File: config.mk
export PLATFORM = sky130hd
export DESIGN_NAME = fpo_top
export DESIGN_NICKNAME = d
export VERILOG_FILES = /design/src/core/fpo_pkg.sv /design/src/core/fpo_top.sv
export SDC_FILE = /design/constraint.sdc
export NUM_CORES = 1
export LEC_CHECK = 0
export ABC_CLOCK_PERIOD_IN_PS = 4760
export BUFFER_PORTS_ARGS = -buffer_cell sky130_fd_sc_hd__buf_4
export CAP_MARGIN = 20
export CORE_MARGIN = 1.5
export CORE_UTILIZATION = 55
export CTS_BUF_LIST = sky130_fd_sc_hd__clkbuf_16
export DETAILED_ROUTE_END_ITERATION = 8
export PLACE_DENSITY = 0.78
export SYNTH_ARGS = -nofsm -noshare
export SYNTH_HDL_FRONTEND = slang
export SYNTH_SLANG_ARGS = --single-unit
File: constraint.sdc
create_clock -name pclk -period 4.76 [get_ports pclk]
set_input_delay 0.714 -clock pclk [delete_from_list [all_inputs] [get_ports pclk]]
set_output_delay 0.714 -clock pclk [all_outputs]
set_load 0.01 [all_outputs]
File: src/core/fpo_pkg.sv
package fpo_pkg;
  // register byte offsets
  localparam logic [11:0] CTRL_OFS   = 12'h600;
  localparam logic [11:0] PIN_OFS    = 12'h604;
  localparam logic [11:0] STATUS_OFS = 12'h608;
  localparam logic [11:0] MODT_OFS   = 12'h610;
  // panel_control fields
  localparam int POLY_BIT  = 19;
  localparam int FIRST_BIT = 20;
  localparam int ALL_BIT   = 21;
  localparam int TEST_LSB  = 28;
  // panel_pin_control fields
  localparam int PIN_DIS_BIT = 0;
  localparam int DE_SEL_BIT  = 2;
  localparam int MOD_EN_BIT  = 3;
  localparam int PWM_EN_BIT  = 5;
  // modulation_timing_reg field
  localparam int MOD_LSB = 24;
  // status fields
  localparam int STAT_FIFO_LSB = 16;
  // reset values
  localparam logic [31:0] CTRL_RST = 32'h0000_0000;
  localparam logic [31:0] PIN_RST  = 32'h0000_0000;
  localparam logic [7:0]  MODT_RST = 8'h00;
  // poly-Si divide and forced first lines
  localparam int POLY_DIV    = 3;
  localparam int FORCE_LINES = 3;
  localparam int COLOR_W     = 6;
  // one pixel from the frame source
  typedef struct packed {
    logic [COLOR_W-1:0] red;
    logic [COLOR_W-1:0] green;
    logic [COLOR_W-1:0] blue;
  } fpo_pixel_type;
  // colour chosen for a line in poly-Si mode
  typedef enum {FPO_RED, FPO_GREEN, FPO_BLUE} fpo_color_type;
endpackage

File: src/core/fpo_top.sv
// How it works
// - Poly-Si mode divides the shift clock by 3, sends one colour per line and toggles modulation every 3 lines.
// - Poly-Si with the first-line bit drives the first red, green and blue lines as all ones.
// - Poly-Si with the all-lines bit drives every display line as all ones, over the first-line bit.
// - Both forcing bits do nothing unless the poly-Si bit is set.
// - Each of the four test bits enables a factory test mode and stays zero in normal use.
// - Pin disable drives all panel data and control outputs low except the PWM clock.
// - Display enable pin carries composite enable when its select is 0, horizontal when 1.
// - Modulation is generated only while enabled, its period set by the modulation timing field outside poly-Si mode.
// - Modulation enable works for any panel type.
// - The PWM clock runs only while its enable is set.
//
// Implementation choice: the APB interface to the registers.
`timescale 1ns/1ns
`default_nettype none
module fpo_fifo
#(
  parameter int WIDTH = 18,
  parameter int DEPTH = 8
)
(
  input  wire logic               pclk,
  input  wire logic               presetn,
  input  wire logic [WIDTH-1:0]   in_data,
  input  wire logic               in_valid,
  output logic                    in_ready,
  output logic [WIDTH-1:0]        out_data,
  output logic                    out_valid,
  input  wire logic               out_ready,
  output logic [$clog2(DEPTH):0]  count
);
  localparam int AW = $clog2(DEPTH);
  logic [WIDTH-1:0] mem [DEPTH];
  logic [AW-1:0]    wr_ptr_reg;
  logic [AW-1:0]    rd_ptr_reg;
  logic [AW:0]      count_reg;
  logic             push;
  logic             pop;

  // handshakes and flags
  assign in_ready  = count_reg != (AW+1)'(DEPTH);
  assign out_valid = count_reg != '0;
  assign push      = in_valid & in_ready;
  assign pop       = out_valid & out_ready;
  assign out_data  = mem[rd_ptr_reg];
  assign count     = count_reg;

  // storage
  always_ff @(posedge pclk)
  begin
    if (push)
      mem[wr_ptr_reg] <= in_data;
  end

  // pointers and fill level
  always_ff @(posedge pclk or negedge presetn)
  begin
    if (!presetn)
    begin
      wr_ptr_reg <= '0;
      rd_ptr_reg <= '0;
      count_reg  <= '0;
    end
    else
    begin
      if (push)
        wr_ptr_reg <= (wr_ptr_reg == AW'(DEPTH-1)) ? '0 : wr_ptr_reg + 1'b1;
      if (pop)
        rd_ptr_reg <= (rd_ptr_reg == AW'(DEPTH-1)) ? '0 : rd_ptr_reg + 1'b1;
      if (push && !pop)
        count_reg <= count_reg + 1'b1;
      else if (pop && !push)
        count_reg <= count_reg - 1'b1;
    end
  end
endmodule

module fpo_top
#(
  parameter int HW         = 10,
  parameter int H_ACT      = 320,
  parameter int H_TOT      = 400,
  parameter int V_ACT      = 240,
  parameter int V_TOT      = 250,
  parameter int PWM_DIV    = 16,
  parameter int FIFO_DEPTH = 8
)
(
  input  wire logic                  pclk,
  input  wire logic                  presetn,
  input  wire logic                  psel,
  input  wire logic                  penable,
  input  wire logic                  pwrite,
  input  wire logic [11:0]           paddr,
  input  wire logic [31:0]           pwdata,
  output logic [31:0]                prdata,
  output logic                       pready,
  output logic                       pslverr,
  input  wire fpo_pkg::fpo_pixel_type pix_data,
  input  wire logic                  pix_valid,
  output logic                       pix_ready,
  output logic [23:0]                panel_data_bus,
  output logic                       panel_shift_clock,
  output logic                       panel_display_enable_pin,
  output logic                       panel_horizontal_sync,
  output logic                       panel_vertical_sync,
  output logic                       panel_ac_modulation,
  output logic                       panel_line_clock,
  output logic                       panel_pwm_clock,
  output logic [3:0]                 test_mode
);
  localparam int FW = $clog2(FIFO_DEPTH) + 1;
  localparam int CW = fpo_pkg::COLOR_W;
  logic [31:0]   ctrl_reg;
  logic [31:0]   pin_reg;
  logic [7:0]    modt_reg;
  logic [31:0]   prdata_reg;
  logic [31:0]   rd_next;
  logic          hit;
  logic          poly;
  logic          pin_dis;
  logic          force_all;
  logic          force_first;
  logic [1:0]    div_reg;
  logic          tick;
  logic [HW-1:0] hcnt_reg;
  logic [HW-1:0] vcnt_reg;
  logic          line_end;
  logic          h_act;
  logic          v_act;
  logic          active;
  fpo_pkg::fpo_pixel_type fifo_data;
  logic          fifo_valid;
  logic          fifo_pop;
  logic [FW-1:0] fifo_cnt;
  fpo_pkg::fpo_color_type color_reg;
  fpo_pkg::fpo_pixel_type pix_sel;
  logic [23:0]   data_next;
  logic [7:0]    modcnt_reg;
  logic          mod_reg;
  logic [15:0]   pwmcnt_reg;
  logic          pwm_reg;
  logic          sclk_reg;

  // apb decode, zero-wait slave
  assign hit = paddr == fpo_pkg::CTRL_OFS || paddr == fpo_pkg::PIN_OFS
            || paddr == fpo_pkg::STATUS_OFS || paddr == fpo_pkg::MODT_OFS;
  assign pready  = 1'b1;
  assign pslverr = psel & penable & ~hit;
  assign prdata  = prdata_reg;

  // register writes; reserved bits never stored
  always_ff @(posedge pclk or negedge presetn)
  begin
    if (!presetn)
    begin
      ctrl_reg <= fpo_pkg::CTRL_RST;
      pin_reg  <= fpo_pkg::PIN_RST;
      modt_reg <= fpo_pkg::MODT_RST;
    end
    else if (psel && penable && pwrite)
    begin
      if (paddr == fpo_pkg::CTRL_OFS)
        ctrl_reg <= pwdata & 32'hF038_0000;
      if (paddr == fpo_pkg::PIN_OFS)
        pin_reg <= pwdata & 32'h0000_002D;
      if (paddr == fpo_pkg::MODT_OFS)
        modt_reg <= pwdata[fpo_pkg::MOD_LSB +: 8];
    end
  end

  // read mux
  always_comb
  begin
    rd_next = 32'h0000_0000;
    case (paddr)
      fpo_pkg::CTRL_OFS:   rd_next = ctrl_reg;
      fpo_pkg::PIN_OFS:    rd_next = pin_reg;
      fpo_pkg::MODT_OFS:   rd_next = {modt_reg, 24'h00_0000};
      fpo_pkg::STATUS_OFS: rd_next = 32'(vcnt_reg)
                           | (32'(fifo_cnt) << fpo_pkg::STAT_FIFO_LSB);
      default:             rd_next = 32'h0000_0000;
    endcase
  end

  // read data captured in the setup phase
  always_ff @(posedge pclk or negedge presetn)
  begin
    if (!presetn)
      prdata_reg <= 32'h0000_0000;
    else if (psel && !penable && !pwrite)
      prdata_reg <= rd_next;
  end

  // control decode
  assign poly        = ctrl_reg[fpo_pkg::POLY_BIT];
  assign pin_dis     = pin_reg[fpo_pkg::PIN_DIS_BIT];
  assign force_all   = poly & ctrl_reg[fpo_pkg::ALL_BIT];
  assign force_first = poly & ctrl_reg[fpo_pkg::FIRST_BIT]
                     & (vcnt_reg < HW'(fpo_pkg::FORCE_LINES));
  assign test_mode   = ctrl_reg[fpo_pkg::TEST_LSB +: 4];

  // pixel tick, every third clock in poly-Si mode
  always_ff @(posedge pclk or negedge presetn)
  begin
    if (!presetn)
      div_reg <= 2'h0;
    else if (!poly || div_reg == 2'(fpo_pkg::POLY_DIV - 1))
      div_reg <= 2'h0;
    else
      div_reg <= div_reg + 2'h1;
  end
  assign tick = !poly || div_reg == 2'(fpo_pkg::POLY_DIV - 1);

  // raster counters
  assign line_end = tick && hcnt_reg == HW'(H_TOT - 1);
  assign h_act    = hcnt_reg < HW'(H_ACT);
  assign v_act    = vcnt_reg < HW'(V_ACT);
  assign active   = h_act & v_act;
  always_ff @(posedge pclk or negedge presetn)
  begin
    if (!presetn)
    begin
      hcnt_reg <= '0;
      vcnt_reg <= '0;
    end
    else if (tick)
    begin
      hcnt_reg <= line_end ? '0 : hcnt_reg + 1'b1;
      if (line_end)
        vcnt_reg <= (vcnt_reg == HW'(V_TOT - 1)) ? '0 : vcnt_reg + 1'b1;
    end
  end

  // line colour sequence for poly-Si mode
  always_ff @(posedge pclk or negedge presetn)
  begin
    if (!presetn)
      color_reg <= fpo_pkg::FPO_RED;
    else if (line_end && vcnt_reg == HW'(V_TOT - 1))
      color_reg <= fpo_pkg::FPO_RED;
    else if (line_end)
      case (color_reg)
        fpo_pkg::FPO_RED:   color_reg <= fpo_pkg::FPO_GREEN;
        fpo_pkg::FPO_GREEN: color_reg <= fpo_pkg::FPO_BLUE;
        default:            color_reg <= fpo_pkg::FPO_RED;
      endcase
  end

  // line buffer in front of the panel
  assign fifo_pop = tick & active;
  fpo_fifo #(.WIDTH($bits(fpo_pkg::fpo_pixel_type)), .DEPTH(FIFO_DEPTH))
    u_fifo
  (
    .pclk      (pclk),
    .presetn   (presetn),
    .in_data   (pix_data),
    .in_valid  (pix_valid),
    .in_ready  (pix_ready),
    .out_data  (fifo_data),
    .out_valid (fifo_valid),
    .out_ready (fifo_pop),
    .count     (fifo_cnt)
  );

  // pixel select: underrun shows black, poly-Si keeps one colour
  always_comb
  begin
    pix_sel = fifo_valid ? fifo_data : '0;
    if (poly)
    begin
      if (color_reg != fpo_pkg::FPO_RED)
        pix_sel.red = '0;
      if (color_reg != fpo_pkg::FPO_GREEN)
        pix_sel.green = '0;
      if (color_reg != fpo_pkg::FPO_BLUE)
        pix_sel.blue = '0;
    end
    if (force_all || force_first)
      pix_sel = '1;
    data_next = {pix_sel.red, 2'b00, pix_sel.green, 2'b00,
                 pix_sel.blue, 2'b00};
    if (!active)
      data_next = 24'h00_0000;
  end

  // panel output flops, all low while pins disabled
  always_ff @(posedge pclk or negedge presetn)
  begin
    if (!presetn)
    begin
      panel_data_bus           <= 24'h00_0000;
      sclk_reg                 <= 1'b0;
      panel_display_enable_pin <= 1'b0;
      panel_horizontal_sync    <= 1'b0;
      panel_vertical_sync      <= 1'b0;
      panel_line_clock         <= 1'b0;
    end
    else if (pin_dis)
    begin
      panel_data_bus           <= 24'h00_0000;
      sclk_reg                 <= 1'b0;
      panel_display_enable_pin <= 1'b0;
      panel_horizontal_sync    <= 1'b0;
      panel_vertical_sync      <= 1'b0;
      panel_line_clock         <= 1'b0;
    end
    else if (tick)
    begin
      panel_data_bus <= data_next;
      sclk_reg       <= ~sclk_reg;
      panel_display_enable_pin <= pin_reg[fpo_pkg::DE_SEL_BIT]
                                  ? h_act : active;
      panel_horizontal_sync <= hcnt_reg >= HW'(H_ACT + 2)
                            && hcnt_reg < HW'(H_ACT + 4);
      panel_vertical_sync   <= vcnt_reg == HW'(V_ACT + 1);
      panel_line_clock      <= hcnt_reg == HW'(H_ACT);
    end
  end
  assign panel_shift_clock = sclk_reg;

  // ac modulation, any panel type
  always_ff @(posedge pclk or negedge presetn)
  begin
    if (!presetn)
    begin
      modcnt_reg <= 8'h00;
      mod_reg    <= 1'b0;
    end
    else if (!pin_reg[fpo_pkg::MOD_EN_BIT])
    begin
      modcnt_reg <= 8'h00;
      mod_reg    <= 1'b0;
    end
    else if (line_end)
    begin
      if (modcnt_reg >= (poly ? 8'(fpo_pkg::POLY_DIV - 1) : modt_reg))
      begin
        modcnt_reg <= 8'h00;
        mod_reg    <= ~mod_reg;
      end
      else
        modcnt_reg <= modcnt_reg + 8'h01;
    end
  end
  assign panel_ac_modulation = mod_reg & ~pin_dis;

  // pwm clock divider
  always_ff @(posedge pclk or negedge presetn)
  begin
    if (!presetn)
    begin
      pwmcnt_reg <= 16'h0000;
      pwm_reg    <= 1'b0;
    end
    else if (!pin_reg[fpo_pkg::PWM_EN_BIT])
    begin
      pwmcnt_reg <= 16'h0000;
      pwm_reg    <= 1'b0;
    end
    else if (pwmcnt_reg == 16'(PWM_DIV - 1))
    begin
      pwmcnt_reg <= 16'h0000;
      pwm_reg    <= ~pwm_reg;
    end
    else
      pwmcnt_reg <= pwmcnt_reg + 16'h0001;
  end
  assign panel_pwm_clock = pwm_reg;
endmodule
`default_nettype wire

==> results.toml <==
[placement]
dpl_cell_area_um2 = 12700
gp_congestion = 0.814
place_hpwl_um = 14700
numPortBuffers = 105
place_inst = 1146

[die]
start_util_pct = 55.7
rows = 53
die_x_um = 148
core_area_um2 = 20900
die_area_um2 = 22000
ios = 138
dieHeight_um = 148

[power_and_ir_drop]
powerDensity_nw_per_um2 = 498
cellLeakagePower_nw = 5.43
ir_worst_vdd_v = 0.000414
power.total_mw = 6.77

[timing]
hold_viol_final = 0
clock_skew_ns = 0.0442
setup_tns_ns = 0
slew_violations = 0
rsz0062_at_grt = "no"
setup_viol = 0
fmax_ghz = 0.345
relSlewSlack_pct = 31.7
fin_crit_ns = 2.90
worst_pin_slew_ns = 1.02
finalCritPeriodShare_pct = 60.9

[setup_path]
slowest_delay_ns = 0.38
path_class = "reg -> reg"
worstReg2RegStart = "div_reg[0]"
crit_required_ns = 5.20
worstPathArrival_ns = 3.34
endpoint_kind = "flip-flop"
cp-start-kind = "flip-flop"
slowest_stage = "dfrtp_1"
crit_start = "div_reg[0]"
crit_fanout = 7
timing.critical_path.cells = "inv_1 -> ha_1 -> nor2b_1 -> nor3_2 -> nand3_2 -> nor2_1 -> inv_1 -> ha_1 -> inv_1 -> ha_1 -> a21o_1 -> a21oi_1 -> xnor2_1 -> nor2_1 -> xor2_1"

[synthesis]
synthTopCellsByCount = "edfxtp_1, dfrtp_1, nand2_1, mux2_2, mux4_2"
ys_seq_area_share_pct = 64.3
synthTopCellsByArea = "edfxtp_1, dfrtp_1, mux4_2"
ys_types = 62
synth_cells = 788
async_reset_ff_share_pct = 46.7
ys_ff_latch = 270
synth_ff_type = "edfxtp_1"
yosysTopAreaCellShare_pct = 37.2
yosys.area.top_type = "edfxtp_1"
yosysMostFrequentCell = "edfxtp_1"
synth_area_um2 = 11600
syn_area_per_cell_um2 = 14.8
synth_edf_count = 144
synth_warnings = 0

[run_status]
outcome = "finished, final reports clean"

[layout]
drive_gt1_share_pct = 27.4
largest_reg_flops = 144
syn_to_final_growth_pct = 16.9
n_fill_cell = 1495
antenna_cells = 0
finalNetCount = 992
regArea_um2 = 7480
instances_no_fill = 1198
finalInstanceArea_um2 = 13600
multiInputGateArea_um2 = 3910

[hold_path]
hold_class = "in -> async"

[grt]
antenna_found_initial = 0
track_usage_pct = 22.2
grt_max_degree = 102
gr-total-overflow = 0
grt_pass1_vias = 7073
grt_pass1_wl_um = 37800

[detailed_routing]
drt_iter0_markers = 448
wl_per_cell_um = 19.7
ant_nets = 0
viasPerCell = 5.86
num_vias = 7025
firstDrtPassIters = 4
wl_um = 23600
drc = 0

[clocking]
cts_setup_buffers = 0
cts.hold.buffers_added = 0
clkTransAtPathRegs_ns = 0.06
clock-root-buffer = "clkbuf_16"
postCtsResizedCells = 0
clk_latency_ns = 0.56
clock-sinks = 270
cts_made_buffers = 28
cts_tree = "built"
clockBufferDepth = 3
cts_max_level = 1

[run]
max_cap_violations = 0
[stage by stage]
| stage | util [%] | hold WS, ns | worst slack, ns |
|---|---|---|---|
| global route | 65.1 | 0.363 | 1.67 |
| detailed placement | 60.7 | 0.422 | 1.87 |
| CTS | 65.1 | 0.321 | 1.83 |
| floorplan | - | 0.403 | 1.48 |
| global placement | 60.7 | 0.416 | 1.93 |
| finish | 65.1 | 0.267 | 1.86 |
[metal layers]
| metal | vias up | GRT usage, % | share of wire (%) | wire length [µm] |
|---|---|---|---|---|
| met5 | - | 0 | 0 | 0 |
| met4 | 0 | 6.68 | 2.1 | 495 |
| met3 | 43 | 3.71 | 4.9 | 1160 |
| met2 | 207 | 38.9 | 53 | 12400 |
| met1 | 3569 | 28.5 | 40 | 9530 |
| li1 | 3206 | - | - | - |
[cell families after synthesis]
group | share of synthesized area, %
compound gates | 7.03
mux | 11.4
buf+inv | 2.85
other cells | 0.0646
simple gates | 9.86
xor+xnor | 1.88
fa+ha+maj | 2.63
flops | 64.3
[cell usage in the layout, fill, tap and decap left out, types with 7 or more instances in the layout]
cell type  netlist  layout
a21oi_1          8       8
a221o_1         18      18
a22o_1          18      18
and3_1          10      10
buf_4           23     118
clkbuf_16        0      28
conb_1           2      15
dfrtp_1        126     125
edfxtp_1       144     144
ha_1            22      22
inv_1           13      21
mux2_2          42      42
mux4_2          36      36
nand2_1         61      61
nand2b_1        11      11
nand3_1         22      22
nand4_1         10      10
nor2_1          35      35
nor3_1          14      12
o21ai_0         28      28
o31ai_1          7       7
xnor2_1         13      13
xor2_1          12      12
[power by group]
part	internal [mW]	total (mW)	switching, mW
logic	0.854	1.50	0.644
clock network	1.24	2.13	0.896
registers	2.82	3.14	0.322
[worst max-delay path: cells and delay by family, from the launching register on]
family                     cells  cell delay, ns
AOI/OAI and AO/OA              2            0.36
xor gates and xnor gates       2            0.28
adders and majority gates      3            0.61
buffers and inverters          3            0.25
DFF                            1            0.38
and+or+nand+nor                5            0.89
[final timing paths]
| check | end | depth (start not counted) | slack, ns |
|---|---|---|---|
| setup / recovery | u_fifo.count[3] | 15 | 1.86 |
| hold / removal | pwmcnt_reg[12] | 1 | 0.27 |
| setup reg to reg | u_fifo.count[3] | 15 | 1.86 |
| hold reg to reg | div_reg[0] | 1 | 0.44 |
| max in group asynchronous | prdata[26] | 2 | 3.56 |
| min in group pclk | u_fifo.mem[3][7] | 1 | 0.38 |
[area by class of cell]
cell class,count,area share [%]
tap,275,2.53
clock inverter,24,1.60
timing repair buffer,119,6.60
sequential,270,55.0
inverter,13,0.359
multi-input combinational,469,28.7
clock buffer,28,5.15
Note: power is estimated with default switching activity, not from simulation.
